$ cat src/sbsc_pkg.sv
// constants and types for the synchronous burst sram command block
// assumes one 50 MHz system clock and a synchronous active-high reset
//
// Summary of operation
// - new address, read burst when enabled, selected, advance low, write high
// - new address, write burst when selected, write low, some byte enable low
// - write with no byte enable low is a no-op
// - advance high continues the current burst, ignoring write and selects
// - continued write stores enabled bytes, aborts with bus off if none
// - counter steps on every continue cycle of a read or write burst, not while deselected
// - advance low with any select inactive deselects, bus off
// - continue after deselect stays deselected, bus off
// - output enable high makes reads silent, bus off
// - drivers turn off during writes on their own
// - clock enable high freezes everything for that edge; output enable and the drive pin still act
// - stall keeps a pipelined read driving, a write stays off
// - pins sampled on clock; output enable and sleep also take effect only on clock edges
// - all outputs off while powering up (reset)
// - advance low loads the start address, high uses the counter
// - two-bit burst counter on the low address bits
// - counter returns to the loaded value on the fifth clock
// - order pin low linear, high interleaved
// - linear order adds one modulo four
// - flow pin low flow-through, high pipelined; drive pin default low drive
// - sleep high puts the device in standby, inputs ignored, bus off
// - drive pin low nominal drive, high low drive
// - pipelined: read data two edges after address, write data third edge
// - flow-through: read data one edge after address, write data second edge
package sbsc_pkg;
   localparam int ADDR_W     = 20;
   localparam int DATA_W     = 36;
   localparam int NBYTE      = 4;
   localparam int BYTE_W     = 9;
   localparam int SYNC_DEPTH = 2;

   typedef enum logic [1:0] {
      SBSC_DESEL = 2'b00,
      SBSC_READ  = 2'b01,
      SBSC_WRITE = 2'b11
   } sbsc_state_t;

   // next burst offset; interleaved order is an xor of the step count
   function automatic logic [1:0] sbsc_step(input logic [1:0] start,
                                            input logic [1:0] cnt,
                                            input logic       inter);
      sbsc_step = inter ? (start ^ cnt) : 2'(start + cnt);
   endfunction
endpackage

$ cat src/sbsc_ctl.sv
// command decode, burst counter and data bus control of a burst sram
// assumes controller pins come from outside the clock domain, so each
// passes a two-stage synchroniser; the array itself sits outside
`timescale 1ns/1ps
module sbsc_ctl
   import sbsc_pkg::*;
(
   input  wire logic              I_CLK_SYS,
   input  wire logic              I_RST,
   input  wire logic [ADDR_W-1:0] i_addr,
   input  wire logic              i_clk_en_n,
   input  wire logic              i_burst_advance_n_load,
   input  wire logic              i_write_n,
   input  wire logic [NBYTE-1:0]  i_byte_write_n,
   input  wire logic              i_select_a_n,
   input  wire logic              i_select_b,
   input  wire logic              i_select_c_n,
   input  wire logic              i_out_en_n,
   input  wire logic              i_sleep_req,
   input  wire logic              i_linear_order_n,
   input  wire logic              i_flow_through_n,
   input  wire logic              i_drive_strength_sel,
   input  wire logic [DATA_W-1:0] i_dq,
   input  wire logic [DATA_W-1:0] i_mem_rdata,
   output logic      [DATA_W-1:0] o_dq,
   output logic      [DATA_W-1:0] o_dq_oe,
   output logic      [ADDR_W-1:0] o_mem_addr,
   output logic                   o_mem_rd,
   output logic                   o_mem_wr,
   output logic      [NBYTE-1:0]  o_mem_be,
   output logic      [DATA_W-1:0] o_mem_wdata,
   output logic                   o_high_drive
);
   localparam int NIN = ADDR_W + NBYTE + 10 + DATA_W;

   logic [NIN-1:0] sync1_r, sync2_r;
   logic [NIN-1:0] pins;
   assign pins = {i_addr, i_byte_write_n, i_clk_en_n,
                  i_burst_advance_n_load, i_write_n, i_select_a_n,
                  i_select_b, i_select_c_n, i_out_en_n, i_sleep_req,
                  i_linear_order_n, i_flow_through_n, i_dq};
   logic [DATA_W-1:0] s_dq;
   logic [ADDR_W-1:0] s_addr;
   logic [NBYTE-1:0]  s_bw_n;
   logic s_cke_n, s_adv, s_w_n, s_e1_n, s_e2, s_e3_n;
   logic s_oe_n, s_sleep, s_lbo_n, s_ft_n;
   assign {s_addr, s_bw_n, s_cke_n, s_adv, s_w_n, s_e1_n, s_e2, s_e3_n,
           s_oe_n, s_sleep, s_lbo_n, s_ft_n, s_dq} = sync2_r;

   // state
   sbsc_state_t       st_r, st_nxt;
   logic [ADDR_W-1:0] base_r, base_nxt;
   logic [1:0]        cnt_r, cnt_nxt;
   // write pipe, two slots so pipelined mode can take data two edges later
   logic [1:0]        wv_r, wv_nxt;
   logic [ADDR_W-1:0] wa0_r, wa0_nxt, wa1_r, wa1_nxt;
   logic [NBYTE-1:0]  wb0_r, wb0_nxt, wb1_r, wb1_nxt;
   // read pipe
   logic [1:0]        rv_r, rv_nxt;
   logic [DATA_W-1:0] rq_r, rq_nxt;
   // outputs
   logic [DATA_W-1:0] dq_r, dq_nxt, oe_r, oe_nxt;
   logic [ADDR_W-1:0] ma_r, ma_nxt;
   logic              mrd_r, mrd_nxt, mwr_r, mwr_nxt;
   logic [NBYTE-1:0]  mbe_r, mbe_nxt;
   logic [DATA_W-1:0] mwd_r, mwd_nxt;
   logic              hd_r;
   // drive select strap crosses in through its own two flops
   logic              ds1_r, ds2_r;
   // posted array writes: a read owns the array port in its cycle, so write
   // data that lands then waits here; two entries cover the pipelined lag
   logic [1:0]        pw_cnt_r, pw_cnt_nxt, pw_n;
   logic [ADDR_W-1:0] pwa0_r, pwa0_nxt, pwa1_r, pwa1_nxt;
   logic [NBYTE-1:0]  pwb0_r, pwb0_nxt, pwb1_r, pwb1_nxt;
   logic [DATA_W-1:0] pwd0_r, pwd0_nxt, pwd1_r, pwd1_nxt;
   logic              wcap, pop;
   logic [ADDR_W-1:0] cap_a;
   logic [NBYTE-1:0]  cap_b;

   logic run, sel, any_bw, cont, ld_rd, ld_wr, ld_ds, go_rd, go_wr;
   logic [ADDR_W-1:0] acc_addr;
   logic [1:0]        cnt_inc;

   always_comb begin
      // sleep and clock enable both freeze the edge
      run     = !s_cke_n && !s_sleep;
      sel     = !s_e1_n && s_e2 && !s_e3_n;
      any_bw  = |(~s_bw_n);
      cont    = run && s_adv && (st_r != SBSC_DESEL);
      ld_rd   = run && !s_adv && sel && s_w_n;
      ld_wr   = run && !s_adv && sel && !s_w_n;
      ld_ds   = run && !s_adv && !sel;
      cnt_inc = 2'(cnt_r + 2'b01);
      acc_addr = ADDR_W'(s_addr);
      if (cont) begin
         acc_addr = {base_r[ADDR_W-1:2],
                     sbsc_step(base_r[1:0], cnt_inc, s_lbo_n)};
      end
      go_rd = ld_rd || (cont && st_r == SBSC_READ);
      go_wr = (ld_wr || (cont && st_r == SBSC_WRITE)) && any_bw;
      st_nxt   = st_r;
      base_nxt = base_r;
      cnt_nxt  = cnt_r;
      if (ld_rd || ld_wr) begin
         // a write load with no byte enables acts as a deselect
         if (ld_rd) begin
            st_nxt = SBSC_READ;
         end else if (any_bw) begin
            st_nxt = SBSC_WRITE;
         end else begin
            st_nxt = SBSC_DESEL;
         end
         base_nxt = s_addr;
         cnt_nxt  = 2'b00;
      end else if (ld_ds) begin
         st_nxt = SBSC_DESEL;
      end else if (cont) begin
         cnt_nxt = cnt_inc;
      end
      // write pipe: slot0 takes data next edge (flow), slot1 one later
      wv_nxt  = wv_r;
      wa0_nxt = wa0_r;
      wa1_nxt = wa1_r;
      wb0_nxt = wb0_r;
      wb1_nxt = wb1_r;
      mwr_nxt = 1'b0;
      mrd_nxt = 1'b0;
      ma_nxt  = ma_r;
      mbe_nxt = mbe_r;
      mwd_nxt = mwd_r;
      pwa0_nxt = pwa0_r;
      pwa1_nxt = pwa1_r;
      pwb0_nxt = pwb0_r;
      pwb1_nxt = pwb1_r;
      pwd0_nxt = pwd0_r;
      pwd1_nxt = pwd1_r;
      wcap  = run && (s_ft_n ? wv_r[1] : wv_r[0]);
      cap_a = s_ft_n ? wa1_r : wa0_r;
      cap_b = s_ft_n ? wb1_r : wb0_r;
      pop   = run && !go_rd && (pw_cnt_r != 2'b00 || wcap);
      pw_n  = pw_cnt_r;
      if (run) begin
         wv_nxt  = {wv_r[0], go_wr};
         wa0_nxt = acc_addr;
         wb0_nxt = ~s_bw_n;
         wa1_nxt = wa0_r;
         wb1_nxt = wb0_r;
         if (go_rd) begin
            mrd_nxt = 1'b1;
            ma_nxt  = acc_addr;
         end
      end
      // oldest posted write first; with none posted the new data goes through
      if (pop) begin
         mwr_nxt = 1'b1;
         if (pw_cnt_r != 2'b00) begin
            ma_nxt   = pwa0_r;
            mbe_nxt  = pwb0_r;
            mwd_nxt  = pwd0_r;
            pwa0_nxt = pwa1_r;
            pwb0_nxt = pwb1_r;
            pwd0_nxt = pwd1_r;
            pw_n     = 2'(pw_cnt_r - 2'b01);
         end else begin
            ma_nxt  = cap_a;
            mbe_nxt = cap_b;
            mwd_nxt = s_dq;
         end
      end
      if (wcap && !(pop && pw_cnt_r == 2'b00)) begin
         if (pw_n == 2'b00) begin
            pwa0_nxt = cap_a;
            pwb0_nxt = cap_b;
            pwd0_nxt = s_dq;
         end else begin
            pwa1_nxt = cap_a;
            pwb1_nxt = cap_b;
            pwd1_nxt = s_dq;
         end
         pw_n = 2'(pw_n + 2'b01);
      end
      pw_cnt_nxt = pw_n;
      // read pipe: data from the array is registered once more when pipelined
      rv_nxt = rv_r;
      rq_nxt = rq_r;
      if (run) begin
         rv_nxt = {rv_r[0], go_rd};
         rq_nxt = i_mem_rdata;
      end
      // on a stall rv_r holds, so a pipelined read keeps driving
      dq_nxt = s_ft_n ? rq_r : i_mem_rdata;
      oe_nxt = '0;
      if ((s_ft_n ? rv_r[1] : rv_r[0]) && !s_oe_n && !s_sleep) begin
         oe_nxt = '1;
      end
   end

   always_ff @(posedge I_CLK_SYS) begin
      sync1_r <= pins;
      sync2_r <= sync1_r;
      if (I_RST) begin
         st_r <= SBSC_DESEL;
         base_r <= '0;
         cnt_r <= '0;
         wv_r <= '0;
         wa0_r <= '0;
         wa1_r <= '0;
         wb0_r <= '0;
         wb1_r <= '0;
         rv_r <= '0;
         rq_r <= '0;
         dq_r <= '0;
         oe_r <= '0;
         ma_r <= '0;
         mrd_r <= 1'b0;
         mwr_r <= 1'b0;
         mbe_r <= '0;
         mwd_r <= '0;
         hd_r <= 1'b0;
         pw_cnt_r <= 2'b00;
         pwa0_r <= '0;
         pwa1_r <= '0;
         pwb0_r <= '0;
         pwb1_r <= '0;
         pwd0_r <= '0;
         pwd1_r <= '0;
      end else begin
         st_r <= st_nxt;
         base_r <= base_nxt;
         cnt_r <= cnt_nxt;
         wv_r <= wv_nxt;
         wa0_r <= wa0_nxt;
         wa1_r <= wa1_nxt;
         wb0_r <= wb0_nxt;
         wb1_r <= wb1_nxt;
         rv_r <= rv_nxt;
         rq_r <= rq_nxt;
         dq_r <= dq_nxt;
         oe_r <= oe_nxt;
         ma_r <= ma_nxt;
         mrd_r <= mrd_nxt;
         mwr_r <= mwr_nxt;
         mbe_r <= mbe_nxt;
         mwd_r <= mwd_nxt;
         hd_r <= !s_sleep ? !ds2_r : hd_r;
         pw_cnt_r <= pw_cnt_nxt;
         pwa0_r <= pwa0_nxt;
         pwa1_r <= pwa1_nxt;
         pwb0_r <= pwb0_nxt;
         pwb1_r <= pwb1_nxt;
         pwd0_r <= pwd0_nxt;
         pwd1_r <= pwd1_nxt;
      end
   end

   // drive select is a static strap, so its flops need no reset
   always_ff @(posedge I_CLK_SYS) begin
      ds1_r <= i_drive_strength_sel;
      ds2_r <= ds1_r;
   end

   assign o_dq         = dq_r;
   assign o_dq_oe      = oe_r;
   assign o_mem_addr   = ma_r;
   assign o_mem_rd     = mrd_r;
   assign o_mem_wr     = mwr_r;
   assign o_mem_be     = mbe_r;
   assign o_mem_wdata  = mwd_r;
   assign o_high_drive = hd_r;

   a_stall_freeze: assert property (@(posedge I_CLK_SYS) disable iff (I_RST)
      !run |=> ($stable(st_r) && $stable(cnt_r)))
      else $error("state moved on a frozen edge");
   a_cnt_step: assert property (@(posedge I_CLK_SYS) disable iff (I_RST)
      cont |=> cnt_r == 2'($past(cnt_r) + 2'b01))
      else $error("counter did not step");
   a_load_clr: assert property (@(posedge I_CLK_SYS) disable iff (I_RST)
      (ld_rd || ld_wr) |=> (cnt_r == 2'b00 && base_r == $past(s_addr)))
      else $error("load did not capture address");
   a_desel_off: assert property (@(posedge I_CLK_SYS) disable iff (I_RST)
      ld_ds |=> st_r == SBSC_DESEL)
      else $error("deselect missed");
   a_noop_write: assert property (@(posedge I_CLK_SYS) disable iff (I_RST)
      (ld_wr && !any_bw) |-> !go_wr)
      else $error("write with no bytes");
   a_oe_read: assert property (@(posedge I_CLK_SYS) disable iff (I_RST)
      s_oe_n |=> o_dq_oe == '0)
      else $error("bus driven with output enable high");
   a_write_quiet: assert property (@(posedge I_CLK_SYS) disable iff (I_RST)
      wcap |=> o_dq_oe == '0)
      else $error("bus driven during write");
   a_abort_cont: assert property (@(posedge I_CLK_SYS) disable iff (I_RST)
      (cont && st_r == SBSC_WRITE && !any_bw) |-> !go_wr)
      else $error("aborted write went ahead");
   a_desel_stay: assert property (@(posedge I_CLK_SYS) disable iff (I_RST)
      (run && s_adv && st_r == SBSC_DESEL) |=>
         (st_r == SBSC_DESEL && !o_mem_rd))
      else $error("continue left deselect");
   a_cnt_wrap: assert property (@(posedge I_CLK_SYS) disable iff (I_RST)
      (cont && cnt_r == 2'b11) |=> cnt_r == 2'b00)
      else $error("counter did not wrap");
   a_stall_hold: assert property (@(posedge I_CLK_SYS) disable iff (I_RST)
      (s_cke_n && !s_sleep && !s_oe_n && s_ft_n && rv_r[1]) |=>
         o_dq_oe == '1)
      else $error("stalled pipelined read dropped the bus");
   a_flow_read: assert property (@(posedge I_CLK_SYS) disable iff (I_RST)
      (!s_ft_n && rv_r[0] && !s_oe_n && !s_sleep) |=> o_dq_oe == '1)
      else $error("flow-through read not driven");
   a_post_room: assert property (@(posedge I_CLK_SYS) disable iff (I_RST)
      (wcap && pw_cnt_r == 2'b10) |-> pop)
      else $error("posted write overflow");
   a_sleep_off: assert property (@(posedge I_CLK_SYS) disable iff (I_RST)
      s_sleep |=> (o_dq_oe == '0 && !o_mem_wr))
      else $error("active in sleep");
endmodule

$ cat config.mk
export PLATFORM = sky130hd
export DESIGN_NAME = sbsc_ctl
export DESIGN_NICKNAME = d
export VERILOG_FILES = /design/src/sbsc_pkg.sv /design/src/sbsc_ctl.sv
export SDC_FILE = /design/constraint.sdc
export NUM_CORES = 1
export LEC_CHECK = 0
export ABC_AREA = 1
export BUFFER_PORTS_ARGS = -buffer_cell sky130_fd_sc_hd__buf_2
export CORE_MARGIN = 2
export CORE_UTILIZATION = 54
export CTS_BUF_LIST = sky130_fd_sc_hd__clkbuf_8
export DETAILED_ROUTE_END_ITERATION = 6
export PLACE_DENSITY = 0.79
export SYNTH_ARGS = -nofsm -noshare
export SYNTH_HDL_FRONTEND = slang
export SYNTH_SLANG_ARGS = --single-unit
$ cat constraint.sdc
create_clock -name I_CLK_SYS -period 2.14 [get_ports I_CLK_SYS]
set_input_delay 0 -clock I_CLK_SYS [delete_from_list [all_inputs] [get_ports I_CLK_SYS]]
set_output_delay 0 -clock I_CLK_SYS [all_outputs]
set_load 0.02 [all_outputs]
== Yosys cells after proc, flatten, opt, wreduce, memory -nomap -nowiden ==
Index checks and enable logic that the tools add are counted.

* Word-level logic and storage cells: 123
* Input bits: 109
* Bits in registers: 511

* Muxes and demuxes: 35
* Bitwise operators: 5
* Eq/ne operators: 2
* Reductions and logical operators: 48
* $add $sub $neg: 4

{| class="wikitable"
|+ Operator list
! kind !! number
|-
| $mux W36 || 7
|-
| $mux W20 || 10
|-
| $mux W4 || 6
|-
| $logic_and A1 B1 Y1 || 20
|-
| $mux W2 || 8
|-
| $logic_not A1 Y1 || 11
|-
| $reduce_bool A2 Y1 || 5
|-
| $reduce_and A2 Y1 || 3
|-
| $add A2 B1 Y2 const B || 2
|-
| $logic_not A2 Y1 || 2
|-
| $logic_or A1 B1 Y1 || 4
|-
| $mux W1 || 4
|-
| $not A4 Y4 || 1
|-
| $reduce_or A2 Y1 || 2
|-
| $reduce_or A4 Y1 || 1
|-
| $not A1 Y1 || 3
|-
| $add A2 B2 Y2 || 1
|-
| $eq A2 B1 Y1 const B || 1
|-
| $eq A2 B2 Y1 const B || 1
|-
| $sub A2 B1 Y2 const B || 1
|-
| $xor A2 B2 Y2 || 1
|}

== Logic depth before layout (Yosys ltp) ==
Gate-level depths: netlist of the first run.

* Word-level depth: 13
* Depth in mapped cells: 17
* Depth with buffers taken out: 14

== Least setup slack after synthesis of the first run ==
OpenSTA, ideal clock, no wires.

* Path type: flip-flop to flip-flop
* Start point: reg sync2_r[36]
* End point: reg pwa1_r[1]
* Setup slack: -0.031 ns
* Path buffers: 4
* Data arrival time: 2.059 ns
* Data required time: 2.027 ns
* Cell stages (with the launch flop): 17
* Setup time: 0.113 ns
* Cell sequence: dfxtp_1 buf_2 inv_2 nand2_1 nand3_1 nand2_1 nand4_2 buf_2 nand2_1 nand2_1 ha_1 nor2_1 buf_4 buf_2 nand2_1 nand2_1 nor2_1

* Word-level cells in the longest chain between the ends: 8
* Elaborated cells between the ends (all ways): 12
* Those cells by class: mux (3); bitwise (1); reduce/logical (8)

{| class="wikitable"
|+ RTL lines
! what !! RTL line !! text
|-
| from (decl) || sbsc_ctl.sv:36 || <nowiki>logic [NIN-1:0] sync1_r, sync2_r;</nowiki>
|-
| from (signal assigned) || sbsc_ctl.sv:200 || <nowiki>sync2_r <= sync1_r;</nowiki>
|-
| $mux W1 || sbsc_ctl.sv:137 || <nowiki>wcap = run && (s_ft_n ? wv_r[1] : wv_r[0]);</nowiki>
|-
| $logic_and A1 B1 Y1 || sbsc_ctl.sv:137 ||
|-
| $logic_or A1 B1 Y1 || sbsc_ctl.sv:140 || <nowiki>pop = run && !go_rd && (pw_cnt_r != 2'b00 || wcap);</nowiki>
|-
| $logic_and A1 B1 Y1 || sbsc_ctl.sv:140 ||
|-
| $mux W2 or $logic_and A1 B1 Y1 (tied branches) || sbsc_ctl.sv:154, sbsc_ctl.sv:170 ||
|-
| $logic_not A2 Y1 or $logic_not A1 Y1 (tied branches) || sbsc_ctl.sv:171, sbsc_ctl.sv:170 ||
|-
| $not A1 Y1 (no line) or $logic_and A1 B1 Y1 (tied branches) || - ||
|-
| $reduce_and A2 Y1 (no line) || - ||
|-
| to (signal assigned) || sbsc_ctl.sv:248 || <nowiki>pwa1_r <= pwa1_nxt;</nowiki>
|-
| to (decl) || sbsc_ctl.sv:73 || <nowiki>logic [ADDR_W-1:0] pwa0_r, pwa0_nxt, pwa1_r, pwa1_nxt;</nowiki>
|}

Several ways; a longest one is shown, not always the timed one.
A chain may end at the register's enable or synchronous reset.

== Final worst setup path of the first run ==
* Start point: reg pw_cnt_r[1]
* End point: reg pwd1_r[30]

* Word-level cells in the longest chain between the ends: 7
* Elaborated cells between the ends (all ways): 13
* Those cells by class: add/sub (1); mux (2); bitwise (1); reduce/logical (9)

{| class="wikitable"
|+ RTL lines
! what !! RTL line !! text
|-
| from (decl) || sbsc_ctl.sv:72 || <nowiki>logic [1:0] pw_cnt_r, pw_cnt_nxt, pw_n;</nowiki>
|-
| from (signal assigned) || sbsc_ctl.sv:246 || <nowiki>pw_cnt_r <= pw_cnt_nxt;</nowiki>
|-
| parallel branches: the longest is 6 deep, another holds $sub A2 B1 Y2 || - ||
|-
| $reduce_and A2 Y1 (no line) * || - ||
|-
| to (signal assigned) || sbsc_ctl.sv:252 || <nowiki>pwd1_r <= pwd1_nxt;</nowiki>
|-
| to (decl) || sbsc_ctl.sv:75 || <nowiki>logic [DATA_W-1:0] pwd0_r, pwd0_nxt, pwd1_r, pwd1_nxt;</nowiki>
|}

Mark *: on every way between the ends.

==> metrics, run 1 <==
status=completed; clk sinks=476; H-tree depth=3; antenna violations before repair=2; die width=185 um; hold_sp=i_burst_advance_n_load; Leakage=10.7 nW; final hold slack=26.8 ps; VDD IR-drop max=0.574 mV; All-Layer GR Usage=0.253; most frequent cells in the layout=562 x nand2_1, 549 x nor2_1, 473 x dfxtp_1, 263 x inv_1, 242 x buf_2; dpl hpwl=25700 um; Syn Std Cell Area=17600 um2; Setup Crit Path Kind=reg2reg; routability cong.=0.844; Final WS setup=78.4 ps; Clock Tree Buf Depth=3; final hold viol count=0; die area=34100 um2; MaxCap Viol Count=0; Syn Nets=2521; headroom to the max-slew limit=0.377; CP max FO=25; R2R cell count=13; post-layout min period=2060 ps; total power=19.0 mW; Non-Filler Instances=3241; Synth Warn #=0; R2R setup slack=80 ps; Clock Latency Late Sink=610 ps; Arr. time, crit path=2540 ps; CP Buf/Inv Count=3; chip height=185 um; Setup TNS=0 ps; Reg area=9530 um2; f_max=485 MHz; ANT nets after route=0; fin crit share=0.963; via total after detailed routing=15971; placed insts=2972; clock root cell=clkbuf_8; share of layout cells above drive strength 1=0.168; fillers=2564; Final Slew Violations=0; critical path startpoint category=flip-flop; # nets final=2850; initial drt markers=1100; Row Count=66; TritonCTS clock tree=built; post-synthesis sequential area ratio=0.541; cell family with most CP delay=simple AND/OR/NAND/NOR gates; Yosys reg bits=476; Worst Skew=25.7 ps; Remaining DRCs=0; Starting Density=0.544; vias per cell=4.93; Worst Path Required=2620 ps; syn avg cell area=7.31 um2; P&R area growth vs syn=25.9%; final instance area=22200 um2; first-pass GRT wire length=70700 um; PD cells=857 nW/um2; I/O pin count=244; Worst Hold End=sync1_r[44]; cts bufs inserted=76; Routed Wire Length=44500 um; Placed Area=19200 um2; CP Cell Sequence=nor2_1 -> nand2_2 -> inv_1 -> nor2_4 -> nand2_1 -> nand2_1 -> ha_4 -> nor2_4 -> buf_8 -> buf_12 -> nand2_1 -> nand2_1 -> nor2_1; Worst-path clk slew=70 ps; Slew @ Worst Pin=933 ps; Synth cell types=30; total global routing overflow=0; area of the multi-input gates=6400 um2; CP dominant cell by count=nand2_1; cells after synthesis=2410; hold path depth=2; Critical R2R Launch=pw_cnt_r[1]; slowest stage delay, CP=340 ps; cell depth of the worst setup path=13; RSZ-0062 raised after global routing=true; slowest CP cell=dfxtp_1; vias in the first global route=15242; Final Util=0.686; worst slack, placed=-81.2 ps; drt wl/cell=13.7 um; RR Endpoint=pwd1_r[30]; leading cell type in the layout, fill and taps excluded=nand2_1; port buffer count=243; Initial DRT Pass Iterations=7; final setup fails=0; largest net degree at the start of global routing=84; CP Capture Type=flip-flop; core box area=32400 um2; hold crit path type=in2reg
worst register-to-register path: stages (launching register included):
cell and delay [ps]:
dfxtp_1 340, nor2_1 240, nand2_2 120, inv_1 140, nor2_4 60, nand2_1 90, nand2_1 90, ha_4 200
nor2_4 130, buf_8 160, buf_12 180, nand2_1 90, nand2_1 60, nor2_1 40
cells in the mapped netlist:
cell type	number	area [um2]
a21boi_0	1	7.51
inv_1	243	912
o21ai_0	191	956
buf_4	37	278
a31oi_1	39	244
o211ai_2	1	12.5
o21ai_2	1	8.76
clkbuf_1	78	293
a21oi_1	76	380
nor2_2	4	25.0
o21ai_1	10	50.1
nand2_2	2	12.5
mux2i_1	1	10.0
buf_1	14	52.6
dfxtp_1	476	9530
or2_2	22	138
buf_2	43	215
nand3_1	26	130
o211ai_1	2	15.0
ha_1	2	25.0
nand2_1	567	2130
nor3_1	1	5.00
a2111oi_0	1	8.76
nand3_2	2	20.0
nand4_1	2	12.5
xor2_1	1	8.76
nand4_2	2	25.0
clkinv_1	2	7.51
nor2_1	556	2090
inv_2	7	26.3
final cells by class:
class | count | area share
repair buffers | 423 | 0.143
flip-flops and latches | 476 | 0.430
clock buffers | 96 | 0.0595
multi-input cells | 1510 | 0.289
inverters | 252 | 0.0428
diodes | 2 | 0.000226
well taps | 442 | 0.0249
clock inverters | 40 | 0.0118
sequential cells by signal (all words and copies together), names as in the netlist, 20 cells and up:
name and count:
pwd0_r 36, wa0_r 20, pwa0_r 20, wa1_r 20
pwa1_r 20, o_mem_addr 20, pwd1_r 36, sync2_r 70
sync1_r 70, o_mem_wdata 36, rq_r 36, o_dq 36
base_r 20
cells by family (layout without fill, tap and decap cells):
logic type,after synthesis,after routing,share of synthesized area
AOI/OAI and AO/OA,322,322,0.0955
and+or+nand+nor,1184,1184,0.260
DFF,476,476,0.541
other,0,2,0
muxes,1,1,0.000568
adders and majority gates,2,2,0.00142
xor gates and xnor gates,1,1,0.000497
buffers and inverters,424,811,0.101
worst max path at each step:
stage / startpoint / to
floorplan: sync2_r[36] / pwa1_r[1]
global placement: sync2_r[38] / pwd1_r[15]
detailed placement: sync2_r[38] / pwa0_r[15]
CTS: sync2_r[38] / pwd1_r[18]
global route: sync2_r[45] / pwa1_r[8]
finish: pw_cnt_r[1] / pwd1_r[30]
where the power goes:
part	switching [mW]	internal [mW]	leakage (nW)
clock	3.53	4.41	0.901
sequential	0.203	9.27	3.92
combinational	0.958	0.653	5.90
total	4.69	14.3	10.7
timing repair:
item	CTS	global route
setup buffers	2	1
cloned	1	1
resized for setup	7	20
hold buffers	127	0
endpoints found under the setup margin	105	175
pin swaps	0	6
endpoints found under the hold margin	198	0
layer usage:
layer | wire length, um | global-route usage | vias up | share of wire
met1 | 18300 | 0.293 | 7387 | 0.41
li1 | - | - | 7974 | -
met5 | 0 | 0 | - | 0
met3 | 2410 | 0.0460 | 120 | 0.054
met4 | 1490 | 0.110 | 0 | 0.033
met2 | 22300 | 0.457 | 490 | 0.50
Power figures use the tool's default switching activity.
==> run 2: changes to the inputs <==
--- a/config.mk
+++ b/config.mk
@@ -11,6 +11,7 @@
 export CORE_UTILIZATION = 54
 export CTS_BUF_LIST = sky130_fd_sc_hd__clkbuf_8
 export DETAILED_ROUTE_END_ITERATION = 6
+export MAX_ROUTING_LAYER = met4
 export PLACE_DENSITY = 0.79
 export SYNTH_ARGS = -nofsm -noshare
 export SYNTH_HDL_FRONTEND = slang
==> run 2 against run 1 <==
Effect of this change: the run now ends with setup timing left; sequential power barely moved; register-to-register slack got worse by 90 ps; die area did not move; hold slack got worse by 7.7 ps; final cell count barely moved; first-iteration DRC count rose by 20%; via count rose by 1.0%; cell area rose by 1.2%; core utilization rose by 0.85 points; critical path type unchanged; critical endpoint is now pwd0_r[27]; largest cell class unchanged; largest power group unchanged.
==> metrics, run 2 (synthesized netlist as in run 1, its figures left out) <==
R2R setup slack=-10 ps (was 80 ps); final setup fails=4 (was 0); worst slack, placed=4.25 ps (was -81.2 ps); PD cells=846 nW/um2 (was 857 nW/um2); hold crit path type=in2reg (unchanged); status=finished, violations left (was completed); dpl hpwl=25600 um (was 25700 um); leading cell type in the layout, fill and taps excluded=nor2_1 (was nand2_1); chip height=185 um (unchanged); Arr. time, crit path=2630 ps (was 2540 ps); fin crit share=1.01 (was 0.963); Initial DRT Pass Iterations=5 (was 7); Final Slew Violations=0 (unchanged); port buffer count=243 (unchanged); Clock Tree Buf Depth=3 (unchanged); Clock Latency Late Sink=610 ps (about the same); critical path startpoint category=flip-flop (unchanged); P&R area growth vs syn=27.5% (was 25.9%); headroom to the max-slew limit=0.388 (was 0.377); I/O pin count=244 (unchanged); # nets final=2853 (was 2850); most frequent cells in the layout=552 x nor2_1, 551 x nand2_1, 472 x dfxtp_1, 258 x inv_1, 242 x buf_2 (was 562 x nand2_1, 549 x nor2_1, 473 x dfxtp_1, 263 x inv_1, 242 x buf_2); final hold viol count=0 (unchanged); Setup Crit Path Kind=reg2reg (unchanged); MaxCap Viol Count=0 (unchanged); VDD IR-drop max=0.598 mV (was 0.574 mV); RSZ-0062 raised after global routing=true (unchanged); total global routing overflow=0 (unchanged); core box area=32400 um2 (unchanged); largest net degree at the start of global routing=84 (unchanged); f_max=465 MHz (was 485 MHz); CP max FO=6 (was 25); routability cong.=0.822 (was 0.844); clk sinks=476 (unchanged); met1 WL=19400 um (was 18300 um); die width=185 um (unchanged); Remaining DRCs=0 (unchanged); Final WS setup=-12.0 ps (was 78.4 ps); drt wl/cell=14.6 um (was 13.7 um); met3 WL=2800 um (was 2410 um); Worst-path clk slew=70 ps (about the same); biggest regs=sync1_r x70, sync2_r x70 (unchanged); Worst Skew=34.2 ps (was 25.7 ps); final instance area=22500 um2 (was 22200 um2); cts bufs inserted=75 (was 76); Final Util=0.694 (was 0.686); post-layout min period=2150 ps (was 2060 ps); vias in the first global route=14852 (was 15242); via total after detailed routing=16138 (was 15971); clock root cell=clkbuf_8 (unchanged); Starting Density=0.544 (unchanged); die area=34100 um2 (unchanged); Routed Wire Length=47300 um (was 44500 um); TritonCTS clock tree=built (unchanged); ANT nets after route=0 (unchanged); total power=19.0 mW (about the same); Leakage=10.8 nW (was 10.7 nW); Highest Signal Layer=met4 (unchanged); Worst Path Required=2620 ps (about the same); Placed Area=19200 um2 (about the same); initial drt markers=1317 (was 1100); Slew @ Worst Pin=917 ps (was 933 ps); diode count=0 (was 2); first-pass GRT wire length=69000 um (was 70700 um); failing checks=setup timing; All-Layer GR Usage=0.255 (was 0.253); Row Count=66 (unchanged); vias per cell=4.98 (was 4.93); share of layout cells above drive strength 1=0.180 (was 0.168); CP Capture Type=flip-flop (unchanged); H-tree depth=3 (unchanged); antenna violations before repair=0 (was 2); DR WL met2=23700 um (was 22300 um)
-- run 2: cell types whose count changed in the layout (fill, tap and decap cells not counted), sizes merged, moves of 4 or more --
cell	change
clkbuf	+13
dlygate4sd3	-19
inv	-4
buf	+11
-- run 2: repair_timing --
action / CTS / global route
setup buffers: 0 / 8
setup endpoints to repair: 91 / 145
hold endpoints to repair: 209 / 0
hold buffers: 108 / 0
gates resized for setup: 3 / 51
pin swaps: 0 / 11
gates cloned: 0 / 21
-- run 2: layout make-up --
class | instances | area [um2]
Clock buffer | 99 | 1360
Clock inverter | 32 | 194
Fill cell | 2490 | 9900
Inverter | 252 | 951
Multi-Input combinational cell | 1512 | 6500
Sequential cell | 476 | 9540
Tap cell | 442 | 553
Timing Repair Buffer | 425 | 3370
-- run 2: where the power goes --
group / internal [mW] / switching, mW
clock network: 4.37 / 3.47
logic: 0.679 / 1.01
registers: 9.27 / 0.203
total: 14.3 / 4.68
-- run 2: metrics by stage --
| step | hold WS, ps | instances | setup TNS (ps) |
|---|---|---|---|
| 6_report | 19.2 | 3238 | -24.8 |
| 5_1_grt | 7.49 | 3238 | -3990 |
| 4_1_cts | 2.44 | 3209 | 0 |
| 3_5_place_dp | 104 | 2970 | 0 |
| 3_3_place_gp | 102 | 2970 | 0 |
| 2_1_floorplan | 27.7 | 2410 | -906 |
-- run 2: critical path: stages, from the launching register on --
cell and delay, ps:
dfxtp_2 340, nor2_4 170, buf_6 130, nand4_4 100
buf_6 160, nand4_4 80, nand2_4 70, nand2_4 70
ha_4 220, inv_2 60, nor2_4 230, clkbuf_16 220
nand2_2 40, nand2_1 60, nor2_1 40
-- run 2: path summary, 6_finish.rpt --
kind	start	to	depth (start not counted)
setup / recovery	sync2_r[45]	pwd0_r[27]	14
hold / removal	i_byte_write_n[0]	sync1_r[46]	2
setup reg to reg	sync2_r[45]	pwd0_r[27]	14
hold reg to reg	sync1_r[5]	sync2_r[5]	0
-- run 2: per-layer routing --
metal  GRT usage  vias up
li1            -     7985
met2       0.451      590
met1       0.281     7454
met3      0.0458      109
met4       0.114        0
met5           -        -
